File: src/verilog/dram_arb_pkg.sv
// constants and types shared by the access / refresh arbiter and its helpers
// assumes one clock, the inverted double-rate host clock, and an active-low async reset
// Operation
// bank select comes from word address bits one and two
// same-bank back-to-back access waits for precharge with host wait states
// logic runs on the double-rate clock, four periods per host bus cycle
// row strobe request stays active three clock periods per access
// wait states are two periods; row strobe stays aligned to host cycle
// address latch strobe qualifies row strobe and both delay stages
// without interleaving the same-bank indication stays inactive
// registered outputs change on the rising clock edge from sampled state
// every write is a late write; data paths buffered outside
// zero-wait access takes four periods; wait states lengthen it
// clock input is the inverted double-rate system clock
// same-bank indication delays row strobe and inserts wait states
// pending flag set for access during refresh or precharge, held until started
// refresh request registered on the clock before arbitration
// row strobe request raised for every access and every refresh
// refresh started by raising the forced-refresh command
// ready output inserts waits on refresh or precharge contention
// write strobe starts from decoded write status, held through access
// low and high byte write enables qualified by lane select and upper enable
// four last-bank flags compared with current bank give same-bank indication
// outputs driven only while output enable input is active
// outside logic supplies latched chip select and two status lines
// memory cycle starts only with chip select and read or write code
// refresh requested during an access waits until the access completes
// access during refresh waits through refresh and precharge, then runs
// refresh is forced in mode zero with three-period row strobe
// reset deasserts outputs and clears pending, delay and bank flags
package dram_arb_pkg;
  localparam int HOST_PERIOD_PS = 62500;
  localparam int CORE_PERIOD_PS = 40000;
  localparam int ACCESS_PERIODS = 4;
  localparam int ROW_STROBE_PERIODS = 3;
  localparam int WAIT_PERIODS = 2;
  localparam int SYNC_STAGES = 2;
  localparam int BANK_COUNT = 4;
  localparam int BANK_W = 2;
  localparam logic INACTIVE = 1'b0;
  localparam logic PIN_IDLE = 1'b1;
  // status codes seen on the two host status pins {one, zero}
  localparam logic [1:0] CODE_READ = 2'b01;
  localparam logic [1:0] CODE_WRITE = 2'b10;
  typedef logic [BANK_W-1:0] bank_t;
endpackage

File: src/verilog/bank_tracker.sv
// last-bank history, same-bank detect and byte write enables
// assumes bank and byte pins are stable from address latch to end of access
`timescale 1ns/1ps
module bank_tracker (
  input wire logic core_clk_in,
  input wire logic nrst_in,
  input wire logic enable_in,
  input wire logic load_in,
  input wire logic refresh_active_in,
  input wire logic row_active_in,
  input wire logic delay_one_in,
  input wire logic write_active_in,
  input wire dram_arb_pkg::bank_t bank_in,
  input wire logic byte_lane_select_in,
  input wire logic upper_byte_enable_n_in,
  output logic same_bank_out,
  output logic low_strobe_out,
  output logic high_strobe_out
);
  import dram_arb_pkg::*;

  typedef struct packed {
    logic [BANK_COUNT-1:0] last_bank;
    logic low;
    logic high;
  } track_state_t;

  track_state_t st;
  track_state_t next_st;
  logic [BANK_COUNT-1:0] hit;
  logic strobe_ok;

  // one flag per bank, loaded as each access starts
  for (genvar i = 0; i < BANK_COUNT; i++) begin : g_bank
    assign hit[i] = st.last_bank[i] && (bank_in == BANK_W'(i));
  end

  // recovery window is row strobe idle with first delay still running
  // interleave disabled holds the indication inactive
  assign same_bank_out = enable_in && (|hit) && !refresh_active_in
    && !row_active_in && delay_one_in;

  assign strobe_ok = !refresh_active_in && row_active_in
    && delay_one_in && write_active_in;

  always_comb begin
    next_st = st;
    if (load_in) begin
      for (int b = 0; b < BANK_COUNT; b++) begin
        next_st.last_bank[b] = (bank_in == BANK_W'(b));
      end
    end
    next_st.low = strobe_ok && !byte_lane_select_in;
    next_st.high = strobe_ok && !upper_byte_enable_n_in;
  end

  always_ff @(posedge core_clk_in or negedge nrst_in) begin
    if (!nrst_in) begin
      st <= '0;
    end else begin
      st <= next_st;
    end
  end

  assign low_strobe_out = st.low;
  assign high_strobe_out = st.high;
endmodule

File: src/verilog/dram_access_refresh_arbiter.sv
// host access and forced refresh arbiter in front of a dram controller
// assumes core_clk_in is the inverted double-rate host clock and that
// chip select, status and address latch are synchronous to it
`timescale 1ns/1ps
module dram_access_refresh_arbiter (
  input wire logic core_clk_in,
  input wire logic nrst_in,
  input wire logic chip_select_n_in,
  input wire logic cpu_state_bit_zero_in,
  input wire logic cpu_state_bit_one_in,
  input wire logic addr_latch_en_in,
  input wire logic bank_select_low_in,
  input wire logic bank_select_high_in,
  input wire logic byte_lane_select_in,
  input wire logic upper_byte_enable_n_in,
  input wire logic refresh_request_n_in,
  input wire logic interleave_en_in,
  input wire logic output_enable_n_in,
  output logic row_strobe_request_n_out,
  output logic force_refresh_cmd_n_out,
  output logic wait_control_n_out,
  output logic write_strobe_n_out,
  output logic low_byte_write_strobe_n_out,
  output logic high_byte_write_strobe_n_out,
  output logic pending_cycle_flag_n_out,
  output logic refresh_request_synced_n_out,
  output logic delay_stage_one_n_out,
  output logic delay_stage_two_n_out,
  output logic same_bank_recovery_out,
  output logic outputs_oe_n_out
);
  import dram_arb_pkg::*;

  // all flags held active high inside
  typedef struct packed {
    logic row;
    logic refresh;
    logic delay_one;
    logic delay_two;
    logic pending;
    logic write;
    logic ready;
  } arb_state_t;

  arb_state_t st;
  arb_state_t next_st;

  logic req_level;
  logic refresh_req;
  logic cs;
  logic ale;
  logic [1:0] code;
  logic rd_code;
  logic wr_code;
  logic acc_code;
  logic same_bank;
  logic row_start;
  logic low_strobe;
  logic high_strobe;
  bank_t bank;

  // the request pin is asynchronous; two flops before arbitration
  level_sync #(
    .RESET_LEVEL(PIN_IDLE)
  ) u_req_sync (
    .core_clk_in(core_clk_in),
    .nrst_in(nrst_in),
    .level_in(refresh_request_n_in),
    .level_out(req_level)
  );

  assign refresh_req = !req_level;

  assign cs = !chip_select_n_in;
  assign ale = addr_latch_en_in;
  assign code = {cpu_state_bit_one_in, cpu_state_bit_zero_in};
  assign rd_code = (code == CODE_READ);
  assign wr_code = (code == CODE_WRITE);
  assign acc_code = cs && (rd_code || wr_code);
  assign bank = {bank_select_high_in, bank_select_low_in};
  assign row_start = next_st.row && !st.row && !st.refresh && !next_st.refresh;

  bank_tracker u_tracker (
    .core_clk_in(core_clk_in),
    .nrst_in(nrst_in),
    .enable_in(interleave_en_in),
    .load_in(row_start),
    .refresh_active_in(st.refresh),
    .row_active_in(st.row),
    .delay_one_in(st.delay_one),
    .write_active_in(st.write),
    .bank_in(bank),
    .byte_lane_select_in(byte_lane_select_in),
    .upper_byte_enable_n_in(upper_byte_enable_n_in),
    .same_bank_out(same_bank),
    .low_strobe_out(low_strobe),
    .high_strobe_out(high_strobe)
  );

  // every term reads only state sampled before the edge
  always_comb begin
    next_st = st;

    // pending access: asked for during refresh or precharge
    next_st.pending =
      (st.refresh && acc_code)
      || (st.pending && st.refresh)
      || (st.pending && !st.row)
      || (st.pending && !st.delay_one)
      || (acc_code && !st.row && !st.delay_one && st.delay_two);

    // write strobe from the decoded status at address latch
    next_st.write =
      (wr_code && cs && ale)
      || (st.write && !st.delay_one)
      || (st.write && st.refresh)
      || (st.write && st.row);

    // row strobe request for refreshes and accesses
    next_st.row =
      (st.refresh && st.delay_one && !ale)
      || (st.refresh && st.delay_one && st.row)
      || (!st.refresh && acc_code && !same_bank && !refresh_req
          && !ale)
      || (st.row && !st.refresh && !st.delay_two)
      || (!st.refresh && st.pending && !st.delay_one
          && !st.delay_two && !ale);

    // forced refresh only once no access is under way
    next_st.refresh =
      (refresh_req && !st.row && !st.delay_one && st.delay_two)
      || (refresh_req && !st.row && st.delay_one && st.delay_two)
      || (refresh_req && !st.row && !st.delay_one && !st.delay_two
          && !st.pending)
      || (st.refresh && st.delay_one)
      || (st.refresh && st.delay_two)
      || (st.refresh && refresh_req);

    // first delay stage paces row strobe width and precharge
    next_st.delay_one =
      (st.refresh && !st.delay_two && refresh_req)
      || (st.refresh && st.row && !st.delay_two && st.delay_one)
      || (st.refresh && st.row && st.delay_one && ale)
      || (!st.refresh && st.row);

    // second delay stage holds precharge on a same-bank hit
    next_st.delay_two =
      (st.refresh && st.row)
      || (st.refresh && st.delay_two && ale)
      || (!st.refresh && st.row && st.delay_one)
      || (!st.refresh && st.delay_one && st.delay_two && same_bank
          && !st.row && !refresh_req);

    // ready ends the access; absent while refresh or precharge holds off
    next_st.ready = cs && st.row && !st.delay_one && !st.refresh;
  end

  // async reset loads constants only; active-low outputs except outputs_oe_n_out idle high, same-bank flag idles low
  always_ff @(posedge core_clk_in or negedge nrst_in) begin
    if (!nrst_in) begin
      st <= '{row: INACTIVE, refresh: INACTIVE, delay_one: INACTIVE,
              delay_two: INACTIVE, pending: INACTIVE, write: INACTIVE,
              ready: INACTIVE};
    end else begin
      st <= next_st;
    end
  end

  // pins other than same_bank_recovery_out are active low; the inversion is outside the flops
  assign row_strobe_request_n_out = !st.row;
  assign force_refresh_cmd_n_out = !st.refresh;
  assign wait_control_n_out = !st.ready;
  assign write_strobe_n_out = !st.write;
  assign low_byte_write_strobe_n_out = !low_strobe;
  assign high_byte_write_strobe_n_out = !high_strobe;
  assign pending_cycle_flag_n_out = !st.pending;
  assign refresh_request_synced_n_out = req_level;
  assign delay_stage_one_n_out = !st.delay_one;
  assign delay_stage_two_n_out = !st.delay_two;
  assign same_bank_recovery_out = same_bank;
  // pad drivers follow the enable; no tristate inside the core
  assign outputs_oe_n_out = output_enable_n_in;

  // checks

  a_bank_select_map: assert property (
    @(posedge core_clk_in) disable iff (!nrst_in)
    bank == {bank_select_high_in, bank_select_low_in}
  ) else $error("bank index not built from the two address bits");

  a_request_synced: assert property (
    @(posedge core_clk_in) disable iff (!nrst_in)
    ##2 refresh_request_synced_n_out == $past(refresh_request_n_in, 2)
  ) else $error("refresh request not delayed by two flops");

  a_refresh_after_access: assert property (
    @(posedge core_clk_in) disable iff (!nrst_in)
    $rose(st.refresh) |-> !$past(st.row)
  ) else $error("refresh started over an active row strobe");

  a_refresh_holds_request: assert property (
    @(posedge core_clk_in) disable iff (!nrst_in)
    (st.refresh && refresh_req) |=> st.refresh
  ) else $error("refresh dropped while request still active");

  a_same_bank_blocks: assert property (
    @(posedge core_clk_in) disable iff (!nrst_in)
    (same_bank && !st.row && !st.refresh) |=> !st.row
  ) else $error("row strobe started during same-bank recovery");

  a_pending_kept: assert property (
    @(posedge core_clk_in) disable iff (!nrst_in)
    (st.pending && st.refresh) |=> st.pending
  ) else $error("pending access lost during refresh");

  a_ready_in_access: assert property (
    @(posedge core_clk_in) disable iff (!nrst_in)
    st.ready |-> ($past(st.row) && !$past(st.refresh) && $past(cs))
  ) else $error("ready given outside a selected access");

  a_low_strobe_qual: assert property (
    @(posedge core_clk_in) disable iff (!nrst_in)
    $fell(low_byte_write_strobe_n_out) |->
      ($past(st.write) && !$past(byte_lane_select_in))
  ) else $error("low byte write without write or lane select");

  a_write_from_code: assert property (
    @(posedge core_clk_in) disable iff (!nrst_in)
    $rose(st.write) |-> ($past(wr_code) && $past(cs) && $past(ale))
  ) else $error("write strobe started without decoded write");

  a_no_interleave_quiet: assert property (
    @(posedge core_clk_in) disable iff (!nrst_in)
    !interleave_en_in |-> !same_bank_recovery_out
  ) else $error("same-bank flag raised with interleave off");

  a_row_needs_ale_low: assert property (
    @(posedge core_clk_in) disable iff (!nrst_in)
    ($rose(st.row) && !$past(st.refresh)) |-> !$past(ale)
  ) else $error("row strobe started while address latch open");

  a_ready_single: assert property (
    @(posedge core_clk_in) disable iff (!nrst_in)
    st.ready |=> !st.ready
  ) else $error("ready held for more than one period");
endmodule

File: src/verilog/level_sync.sv
// two-flop synchroniser for one level arriving from outside the clock domain
// assumes the level is slow compared with the clock
`timescale 1ns/1ps
module level_sync #(
  parameter logic RESET_LEVEL = 1'b1
) (
  input wire logic core_clk_in,
  input wire logic nrst_in,
  input wire logic level_in,
  output logic level_out
);
  import dram_arb_pkg::*;

  typedef struct packed {
    logic first;
    logic second;
  } sync_state_t;

  sync_state_t st;
  sync_state_t next_st;

  always_comb begin
    next_st = st;
    next_st.first = level_in;
    // first stage feeds only the second stage
    next_st.second = st.first;
  end

  always_ff @(posedge core_clk_in or negedge nrst_in) begin
    if (!nrst_in) begin
      st <= '{first: RESET_LEVEL, second: RESET_LEVEL};
    end else begin
      st <= next_st;
    end
  end

  assign level_out = st.second;
endmodule
File: config.mk
export PLATFORM = sky130hd
export DESIGN_NAME = dram_access_refresh_arbiter
export DESIGN_NICKNAME = d
export VERILOG_FILES = /design/src/verilog/dram_arb_pkg.sv /design/src/verilog/bank_tracker.sv /design/src/verilog/dram_access_refresh_arbiter.sv /design/src/verilog/level_sync.sv
export SDC_FILE = /design/constraint.sdc
export NUM_CORES = 1
export LEC_CHECK = 0
export BUFFER_PORTS_ARGS = -buffer_cell sky130_fd_sc_hd__buf_2
export CAP_MARGIN = 5
export CORE_MARGIN = 1
export CORE_UTILIZATION = 51
export CTS_BUF_LIST = sky130_fd_sc_hd__clkbuf_4 sky130_fd_sc_hd__clkbuf_8
export DETAILED_ROUTE_END_ITERATION = 8
export PLACE_DENSITY = 0.8
export SYNTH_ARGS = -nofsm -noshare
export SYNTH_HDL_FRONTEND = slang
export SYNTH_SLANG_ARGS = --single-unit
File: constraint.sdc
create_clock -name core_clk_in -period 2.3 [get_ports core_clk_in]
set_input_delay 0.46 -clock core_clk_in [delete_from_list [all_inputs] [get_ports core_clk_in]]
set_output_delay 0.46 -clock core_clk_in [all_outputs]
set_load 0.05 [all_outputs]
Word-level counts from Yosys, hierarchy flattened. Index checks and enable logic that the tools add are counted.

Equality and inequality tests: 5. Reductions and logical operators: 107.

Operators by type and width (count): $logic_and A1 B1 Y1 (66); $logic_or A1 B1 Y1 (23); $logic_not A1 Y1 (16); $eq A2 B2 Y1 const B (3); $eq A2 B1 Y1 const B (2); $reduce_or A4 Y1 (1); $logic_not A2 Y1 (1).

Logic and storage cells: 124. Register bits: 15.

Logic depth before layout (Yosys ltp). Gate-level depths: netlist of the first run.

Depth after elaboration: 17. Gate-level depth with buffers: 7. Depth with buffers taken out: 7.

Cells and area by module. A second synthesis of the first run with hierarchy kept.

Cells, all modules: 75. Area, all modules: 783.3 µm².

By module, submodules not included: dram_access_refresh_arbiter (seq. area each 175.2 µm², instances 1, cells an instance 50, area an instance 452.9 µm²); bank_tracker (seq. area each 150.1 µm², instances 1, cells an instance 23, area an instance 277.8 µm²); level_sync (seq. area each 52.6 µm², instances 1, cells an instance 2, area an instance 52.6 µm²).

Worst setup path in the final report of the first run.
Start point: reg u_tracker.st[5] (netlist bit). End point: reg u_tracker.st[3] (netlist bit).

Cells in the longest elaborated chain, start to end: 16.

RTL lines: from (decl) (RTL line bank_tracker.sv:28) `track_state_t st;`; from (signal assigned) (RTL line bank_tracker.sv:61) `st <= next_st;`; $logic_and A1 B1 Y1 (RTL line bank_tracker.sv:35) `assign hit[i] = st.last_bank[i] && (bank_in == BANK_W'(i));`; $reduce_or A4 Y1 (RTL line bank_tracker.sv:40) `assign same_bank_out = enable_in && (|hit) && !refresh_active_in`; $logic_and A1 B1 Y1 (2 in a row) (RTL line bank_tracker.sv:40); $logic_and A1 B1 Y1 (2 in a row) (RTL line bank_tracker.sv:41) `&& !row_active_in && delay_one_in;`; $logic_not A1 Y1 (RTL line dram_access_refresh_arbiter.sv:123) `|| (!st.refresh && acc_code && !same_bank && !refresh_req`; $logic_and A1 B1 Y1 (2 in a row) (RTL line dram_access_refresh_arbiter.sv:123); $logic_and A1 B1 Y1 (RTL line dram_access_refresh_arbiter.sv:124) `&& !ale)`; $logic_or A1 B1 Y1 (RTL line dram_access_refresh_arbiter.sv:123); $logic_or A1 B1 Y1 (RTL line dram_access_refresh_arbiter.sv:125) `|| (st.row && !st.refresh && !st.delay_two)`; $logic_or A1 B1 Y1 (RTL line dram_access_refresh_arbiter.sv:126) `|| (!st.refresh && st.pending && !st.delay_one`; $logic_and A1 B1 Y1 (3 in a row) (RTL line dram_access_refresh_arbiter.sv:81) `assign row_start = next_st.row && !st.row && !st.refresh && !next_st.refresh;`.

Every way passes these cells. A chain may end at the register's enable or synchronous reset.

==> impl_metrics.env, run 1 <==
export IMPL_start_util=0.567
export IMPL_slew_violations=0
export IMPL_holdBufCountCts=0
export IMPL_synth_seq_cells=15
export IMPL_outcome="complete, no violations"
export IMPL_yosysSeqAreaShare=0.493
export IMPL_num_antenna_cells=0
export IMPL_tritoncts="done"
export IMPL_io_buffer_count=22
export IMPL_drc=0
export IMPL_fp_coreArea_um2=1350
export IMPL_vias=604
export IMPL_reg2reg_slack_ns=0.15
export IMPL_dp_slack_ns=-0.0829
export IMPL_die_x_um=40.8
export IMPL_synth_top_family_by_area="compound AO/OA/AOI/OAI gates"
export IMPL_critPathMaxFanout=4
export IMPL_syn_nets=86
export IMPL_synth_cell_types=30
export IMPL_multiInputGateArea_um2=334
export IMPL_async_flop_share=1.00
export IMPL_timing_final_ws_setup_ns=0.151
export IMPL_overflow=0
export IMPL_fmax_ghz=0.465
export IMPL_grt_usage=0.197
export IMPL_synth_edf_count=0
export IMPL_dr_pass1_iters=4
export IMPL_fin_tns_setup_ns=0
export IMPL_via_per_inst=5.25
export IMPL_regArea_um2=378
export IMPL_ctsResizeCount=0
export IMPL_cp_start_kind="flip-flop"
export IMPL_p_per_area_nw_per_um2=1310
export IMPL_clockRootBuffer="clkbuf_4"
export IMPL_wl_per_cell_um=12.7
export IMPL_rsz0062_at_grt="no"
export IMPL_grt_pass1_vias=514
export IMPL_worstPathRequired_ns=2.46
export IMPL_synth_compound_area_frac=0.181
export IMPL_r2r_start="u_tracker.st[5]"
export IMPL_cts_sinks=15
export IMPL_ioPinCount=25
export IMPL_ys_flop_type="dfrtp_1"
export IMPL_cp_arrival_ns=2.31
export IMPL_htree_levels=1
export IMPL_setup_violations=0
export IMPL_layout_nets=115
export IMPL_yosys_area_share_xor_xnor=0
export IMPL_post_dp_hpwl_mm=1.17
export IMPL_synthMuxAreaShare=0.0866
export IMPL_grt_pass1_wl_mm=2.08
export IMPL_synthAdderAreaFrac=0.0163
export IMPL_cts_max_path_buffers=2
export IMPL_end_kind="flip-flop"
export IMPL_layout_min_cycle_time_ns=2.15
export IMPL_fin_cells=115
export IMPL_gp_congestion=0.707
export IMPL_ant_nets=0
export IMPL_vdd_drop_max_uv=639
export IMPL_worst_clock_skew_ns=0.00835
export IMPL_hold_viol=0
export IMPL_cts_buffers=3
export IMPL_post_cts_buffers=0
export IMPL_die_h_um=40.8
export IMPL_dp_cells=111
export IMPL_ys_warn_count=0
export IMPL_period_share=0.935
export IMPL_insertion_delay_ns=0.27
export IMPL_area_growth_syn_to_layout_pct=23.0
export IMPL_synth_simple_area_share=0.152
export IMPL_setup_worst_path_start="u_tracker.st[5]"
export IMPL_maxCapViolCount=0
export IMPL_grt_antenna_before_repair=0
export IMPL_max_slew_margin_rel=0.755
export IMPL_rows=13
export IMPL_syn_area_um2=766
export IMPL_syn_area_per_cell_um2=10.6
export IMPL_synthCells=72
export IMPL_drive_gt1_frac=0.370
export IMPL_max_slew_worst_pin_slew_ns=0.367
export IMPL_clk_pin_slew_ns=0.09
export IMPL_p_leak_uw=0.000457
export IMPL_dieArea_um2=1660
export IMPL_reg2reg_depth=5
export IMPL_totalWireLength_mm=1.46
export IMPL_r2r_end="u_tracker.st[3]"
export IMPL_hold_path_class="primary input to asynchronous set/reset pin"
export IMPL_grt_max_degree=16
export IMPL_setup_worst_path_end="u_tracker.st[3]"
export IMPL_drtIter0Drc=4
export IMPL_n_fill_cell=112
export IMPL_crit_type="flip-flop to flip-flop"
-- synthesized netlist by cell type (2+ instances only) --
cell / instances / share of area
nand2_1: 5 / 0.025
inv_1: 11 / 0.054
o21ai_0: 4 / 0.026
dfstp_2: 2 / 0.069
nor3_1: 2 / 0.013
nor2_1: 8 / 0.039
mux2_1: 3 / 0.044
a21oi_1: 3 / 0.020
dfrtp_1: 13 / 0.42
-- cell families after synthesis --
logic type,count (synthesis)
simple gates,23
flops,15
compound gates,15
fa+ha+maj,1
mux,5
buf+inv,13
-- layer usage --
layer,track usage,wire length (µm)
met4,0.0750,9
met3,0.0326,51
met5,0,0
met2,0.381,796
met1,0.207,603
-- sequential cells by signal, summed over array words and instances, names as in the netlist --
register	cells
st	7
u_tracker.st	4
u_req_sync.level_out	1
u_req_sync.next_st	1
u_tracker.high_strobe_out	1
u_tracker.low_strobe_out	1
-- how the worst min path moves through the flow --
stage | slack [ns] | endpoint | depth (start not counted) | startpoint
after floorplan | 0.16 | st[0] | 0 | nrst_in
after global placement | 0.35 | u_req_sync.level_out | 0 | u_req_sync.next_st[0]
after detailed placement | 0.35 | u_req_sync.level_out | 0 | u_req_sync.next_st[0]
after CTS | 0.07 | st[2] | 1 | nrst_in
after global routing | 0.08 | st[2] | 1 | nrst_in
final | 0.07 | st[2] | 1 | nrst_in
-- layout by cell type (no fill, tap or decap), drive strengths merged, types with 2 or more instances in the layout --
| cell | Yosys | routed |
|---|---|---|
| inv | 11 | 11 |
| mux2 | 3 | 3 |
| nand2 | 5 | 5 |
| a21oi | 3 | 3 |
| dfrtp | 13 | 13 |
| buf | 2 | 26 |
| clkbuf | 0 | 4 |
| o21ai | 4 | 4 |
| nor3 | 2 | 2 |
| nor2 | 8 | 8 |
| dfstp | 2 | 2 |
| and3 | 2 | 2 |
-- critical path: stages, from the launching register on --
cell and delay [ns]:
dfrtp_1 0.39, mux4_2 0.47, and3_4 0.18, o21bai_4 0.17
a2111oi_4 0.44, mux2_1 0.37
-- power breakdown --
group | internal, µW | total [µW] | switching, µW
clock | 78.9 | 155 | 76.0
sequential | 350 | 459 | 109
combinational | 210 | 624 | 413
-- cell type report --
class / count / area share
Clock buffer: 4 / 0.0319
Multi-Input combinational cell: 44 / 0.355
Tap cell: 15 / 0.0199
Inverter: 11 / 0.0438
Sequential cell: 15 / 0.401
Timing Repair Buffer: 26 / 0.149
-- through the flow --
stage	power, µW	util	area, µm²	hold slack (ns)
2_1_floorplan	931	-	766	0.164
3_3_place_gp	1070	0.676	912	0.345
3_5_place_dp	1090	0.676	912	0.354
4_1_cts	1250	0.698	942	0.0664
5_1_grt	1320	0.698	942	0.0837
6_report	1240	0.698	942	0.0662
Note: power is estimated with default switching activity, not from simulation.
==> run 2, diff against run 1 <==
Settings changed: ABC_AREA from default to 1, CORE_UTILIZATION 51 to 52, GPL_TIMING_DRIVEN from default to 1, PLACE_DENSITY 0.8 to 0.81.
==> run 2 against run 1 <==
  * Via count up 14%
  * Worst hold slack worse by 0.012 ns
  * Combinational power about the same
==> impl_metrics.env, run 2 <==
export IMPL_ant_nets=0
export IMPL_synth_cell_types=27
export IMPL_ys_flop_type="dfrtp_1"
export IMPL_wl_per_cell_um=10.7
export IMPL_cp_num_buf_inv=3
export IMPL_synth_seq_cells=15
export IMPL_post_cts_buffers=0
export IMPL_start_util=0.587
export IMPL_fmax_ghz=0.491
export IMPL_max_slew_margin_rel=0.738
export IMPL_clk_pin_slew_ns=0.09
export IMPL_fp_coreArea_um2=1380
export IMPL_drc=0
export IMPL_die_x_um=41.5
export IMPL_setup_worst_path_start="st[5]"
export IMPL_setup_violations=0
export IMPL_grt_max_degree=16
export IMPL_tritoncts="done"
export IMPL_ctsResizeCount=0
export IMPL_area_growth_syn_to_layout_pct=16.9
export IMPL_holdBufCountCts=0
export IMPL_final_cell_mix="22 x buf_2, 16 x nand2_1, 13 x inv_1, 13 x dfrtp_1, 11 x nand3_1"
export IMPL_crit_family="flip-flops"
export IMPL_cts_sinks=15
export IMPL_layout_nets=134
export IMPL_grt_usage=0.190
export IMPL_overflow=0
export IMPL_drtIter0Drc=22
export IMPL_htree_levels=1
export IMPL_max_slew_worst_pin_slew_ns=0.393
export IMPL_io_buffer_count=22
export IMPL_slew_violations=0
export IMPL_critPathMaxFanout=9
export IMPL_ioPinCount=25
export IMPL_worstPathRequired_ns=1.84
export IMPL_vdd_drop_max_uv=903
export IMPL_die_h_um=41.5
export IMPL_async_flop_share=1.00
export IMPL_synthCells=95
export IMPL_max_stage_delay_ns=0.52
export IMPL_maxCapViolCount=0
export IMPL_cts_buffers=3
export IMPL_dr_pass1_iters=4
export IMPL_r2r_start="st[5]"
export IMPL_insertion_delay_ns=0.28
export IMPL_ys_top_cells_by_count="16 x nand2_1, 13 x dfrtp_1, 13 x inv_1"
export IMPL_syn_nets=109
export IMPL_synth_top_area_frac=0.401
export IMPL_ys_top_cells_by_area="dfrtp_1 40%, nand2_1 7.4%, nand3_1 6.8%"
export IMPL_reg_top3="st (7), u_tracker.st (4)"
export IMPL_grt_pass1_wl_mm=2.55
export IMPL_crit_chain="clkinv_4, nand3_1, nor2_1, o21ai_2, inv_1, buf_2"
export IMPL_final_common_cell="buf_2"
export IMPL_clockRootBuffer="clkbuf_4"
export IMPL_rows=13
export IMPL_drive_gt1_frac=0.353
export IMPL_cp_arrival_ns=1.58
export IMPL_layout_min_cycle_time_ns=2.04
export IMPL_yosys_area_top_type="dfrtp_1"
export IMPL_rsz0062_at_grt="no"
export IMPL_grt_pass1_vias=637
export IMPL_dieArea_um2=1720
export IMPL_hold_viol=0
export IMPL_outcome="complete, no violations"
export IMPL_grt_antenna_before_repair=0
export IMPL_end_kind="primary output"
export IMPL_largest_reg_flops=7
export IMPL_fin_tns_setup_ns=0
export IMPL_crit_type="flip-flop to primary output"
export IMPL_p_per_area_nw_per_um2=1290
export IMPL_vias=688
export IMPL_slowest_stage="dfrtp_1"
export IMPL_final_util=0.687
export IMPL_worst_clock_skew_ns=0.00499
export IMPL_yosysSeqAreaShare=0.465
export IMPL_hold_path_class="primary input to asynchronous set/reset pin"
export IMPL_via_per_inst=5.13
export IMPL_gp_congestion=0.808
export IMPL_regMostFlops="st"
export IMPL_syn_area_um2=812
export IMPL_period_share=0.886
export IMPL_ys_warn_count=0
export IMPL_num_antenna_cells=0
export IMPL_syn_area_per_cell_um2=8.55
export IMPL_totalWireLength_mm=1.43
export IMPL_cp_start_kind="flip-flop"
export IMPL_cts_max_path_buffers=2
export IMPL_synth_edf_count=0
export IMPL_post_dp_hpwl_mm=1.16
export IMPL_p_leak_uw=0.000517
export IMPL_yosysMostFrequentCell="nand2_1"
-- run 2: cell count changes in the layout (fill, tap and decap cells not counted), sizes merged, moves of 3 or more --
cell / delta
nand2: +12
nor3: +5
inv: +7
nand3: +12
buf: -4
mux2: -3
-- run 2: metal layers --
metal,share of wire,vias up,wire length [µm],track usage
met5,0,-,0,0
met4,0.015,0,22,0.0774
met3,0.062,4,89,0.0478
met2,0.48,23,681,0.313
met1,0.45,307,640,0.239
li1,-,354,-,-
-- run 2: final timing paths --
check                                         end  slack [ns]  cells past startpoint
max in group asynchronous   u_req_sync.next_st[0]        1.96                      1
min in group core_clk_in    u_req_sync.next_st[0]        0.26                      1
min reg2reg                  u_req_sync.level_out        0.36                      0
min                                         st[4]        0.05                      1
max                        same_bank_recovery_out        0.26                      6
max reg2reg                       u_tracker.st[5]        0.82                      9
-- run 2: area by class of cell --
cell class                      count  area [µm²]
Inverter                           19        76.3
Multi-Input combinational cell     59         339
Timing Repair Buffer               22         110
Fill cell                         112         433
Sequential cell                    15         378
Clock inverter                      1        5.00
Clock buffer                        3        22.5
Tap cell                           15        18.8
-- run 2: worst register-to-register path, cell delays in order (launching register included) --
cell and delay (ns):
dfrtp_1 0.59, clkinv_4 0.14, nand3_1 0.13, nor2_1 0.06
o21ai_2 0.07, nand3_2 0.10, nand3_4 0.11, nand2_4 0.06
nand2_1 0.06, nand2_1 0.05
-- run 2: power breakdown --
part	switching (µW)	internal [µW]
Clock	83.9	64.6
Combinational	446	176
Sequential	103	351
-- run 2: per-stage QoR --
step	total power, µW	cells	cell area [µm²]	hold slack, ns	setup WS [ns]
4_1_cts	1230	134	950	0.0644	0.254
3_5_place_dp	1080	130	922	0.352	0.509
3_3_place_gp	1070	130	922	0.348	0.544
6_report	1230	134	950	0.0540	0.263
2_1_floorplan	972	95	812	0.164	0.516
5_1_grt	1310	134	950	0.0817	0.152
-- run 2: cell families after synthesis --
kind of cell,Yosys count,share of synthesized area
AND/OR/NAND/NOR,47,0.316
AO/OA/AOI/OAI,11,0.0863
buffers and inverters,21,0.117
adder cells (fa/ha/maj),1,0.0154
flip-flops,15,0.465
==> run 3, diff against run 2 <==
Settings changed: CORE_UTILIZATION 52 to 56, PLACE_DENSITY 0.81 to 0.86.
Clock period 2.3 ns to 2.4 ns, I/O delays scaled along.
==> run 3 against run 2 <==
  * Sequential share of layout area decreased by 0.10 points
  * Clock skew rose by 0.00075 ns
  * Wire length grew 6.4%
  * Total power is 2.4% lower
  * Design area grew 0.26%
  * Final cell count is the same
  * Clock power grew 5%
  * Combinational power is 3.4% lower
  * First-iteration DRC count down 27%
  * Flip-flop and latch count is the same
  * Setup slack improved by 0.072 ns
  * Critical path type unchanged
  * Largest cell class unchanged
  * Largest power group unchanged
==> impl_metrics.env, run 3 (synthesis results as in run 2) <==
export IMPL_ctsResizeCount=0
export IMPL_final_util=0.723
export IMPL_met1_length_um=658
export IMPL_cts_max_path_buffers=2
export IMPL_hold_path_class="primary input to asynchronous set/reset pin"
export IMPL_die_x_um=40.1
export IMPL_fp_coreArea_um2=1320
export IMPL_post_dp_hpwl_mm=1.22
export IMPL_setup_violations=0
export IMPL_grt_max_degree=16
export IMPL_post_cts_buffers=0
export IMPL_crit_family="flip-flops"
export IMPL_clockRootBuffer="clkbuf_4"
export IMPL_p_per_area_nw_per_um2=1260
export IMPL_dp_cells=130
export IMPL_final_common_cell="buf_2"
export IMPL_cts_buffers=3
export IMPL_grt_pass1_vias=611
export IMPL_holdBufCountCts=0
export IMPL_ioPinCount=25
export IMPL_critPathMaxFanout=9
export IMPL_drtIter0Drc=16
export IMPL_outcome="complete, no violations"
export IMPL_wl_per_cell_um=11.4
export IMPL_rsz0062_at_grt="no"
export IMPL_cp_num_buf_inv=3
export IMPL_ant_nets=0
export IMPL_dieArea_um2=1610
export IMPL_worstPathRequired_ns=1.92
export IMPL_max_stage_delay_ns=0.52
export IMPL_worst_clock_skew_ns=0.00574
export IMPL_layout_min_cycle_time_ns=2.07
export IMPL_grt_antenna_before_repair=0
export IMPL_io_buffer_count=22
export IMPL_num_antenna_cells=0
export IMPL_cts_sinks=15
export IMPL_layout_nets=134
export IMPL_dp_slack_ns=0.563
export IMPL_period_share=0.860
export IMPL_gp_congestion=0.824
export IMPL_area_growth_syn_to_layout_pct=17.3
export IMPL_crit_chain="clkinv_4, nand3_1, nor2_1, o21ai_2, inv_1, buf_2"
export IMPL_vdd_drop_max_uv=768
export IMPL_largest_reg_flops=7
export IMPL_cp_start_kind="flip-flop"
export IMPL_r2r_end="u_tracker.st[2]"
export IMPL_maxCapViolCount=0
export IMPL_htree_levels=1
export IMPL_clk_pin_slew_ns=0.09
export IMPL_start_util=0.616
export IMPL_insertion_delay_ns=0.28
export IMPL_fmax_ghz=0.484
export IMPL_slew_violations=0
export IMPL_tritoncts="done"
export IMPL_highest_layer="met3"
export IMPL_reg_top3="st (7), u_tracker.st (4)"
export IMPL_crit_type="flip-flop to primary output"
export IMPL_timing_final_ws_setup_ns=0.335
export IMPL_via_per_inst=5.07
export IMPL_cp_arrival_ns=1.59
export IMPL_slowest_stage="dfrtp_1"
export IMPL_max_slew_worst_pin_slew_ns=0.385
export IMPL_drive_gt1_frac=0.353
export IMPL_p_leak_uw=0.000517
export IMPL_fin_tns_setup_ns=0
export IMPL_end_kind="primary output"
export IMPL_final_cell_mix="22 x buf_2, 16 x nand2_1, 13 x inv_1, 13 x dfrtp_1, 11 x nand3_1"
export IMPL_regMostFlops="st"
export IMPL_dr_pass1_iters=4
export IMPL_reg2reg_depth=9
export IMPL_max_slew_margin_rel=0.743
export IMPL_grt_usage=0.239
export IMPL_fin_cells=134
export IMPL_drc=0
export IMPL_grt_pass1_wl_mm=2.50
export IMPL_overflow=0
export IMPL_rows=13
export IMPL_vias=679
export IMPL_die_h_um=40.1
export IMPL_totalWireLength_mm=1.52
export IMPL_reg2reg_slack_ns=0.91
export IMPL_wl_met3_um=84
export IMPL_r2r_start="st[5]"
export IMPL_dr_wl_met2_um=781
export IMPL_n_fill_cell=116
export IMPL_hold_viol=0
==> run 3: worst reg2reg max path, cell delays in order, from the launching register on <==
cell      delay (ns)
dfrtp_1         0.58
clkinv_4        0.13
nand3_1         0.14
nor2_1          0.06
o21ai_2         0.08
nand3_2         0.11
nand3_4         0.11
nand2_4         0.07
nand2_1         0.07
nand2_1         0.05
==> run 3: layer usage <==
layer  vias up  global-route usage
li1        356                   -
met1       304               0.299
met2        19               0.395
met3         0              0.0667
met4         0              0.0776
met5         -                   0
==> run 3: how the worst max path moves through the flow <==
stage                     startpoint                      to  slack, ns  depth (start not counted)
6_report                       st[5]  same_bank_recovery_out       0.33                          6
5_1_grt                        st[5]  same_bank_recovery_out       0.22                          6
4_1_cts                        st[5]  same_bank_recovery_out       0.32                          6
3_5_place_dp   cpu_state_bit_zero_in         u_tracker.st[2]       0.56                         10
3_3_place_gp   cpu_state_bit_zero_in         u_tracker.st[2]       0.63                         10
2_1_floorplan                  st[6]  same_bank_recovery_out       0.60                          5
==> run 3: stage by stage <==
step	area, µm²	hold slack (ns)	power, µW
floorplan	812	0.184	931
CTS	952	0.0874	1210
global route	952	0.0882	1290
finish	952	0.0810	1200
global placement	922	0.346	1030
detailed placement	922	0.351	1040
==> run 3: layout make-up <==
class	instances	area [µm²]	area share
Tap cell	15	18.8	0.0197
Sequential cell	15	378	0.397
Timing Repair Buffer	22	110	0.116
Inverter	19	76.3	0.0802
Clock buffer	4	30.0	0.0315
Multi-Input combinational cell	59	339	0.356
==> run 3: power by group <==
| part | total (µW) | internal [µW] | switching [µW] |
|---|---|---|---|
| clock network | 156 | 75.8 | 80.0 |
| logic | 602 | 169 | 433 |
| registers | 438 | 337 | 101 |
| total | 1200 | 582 | 615 |
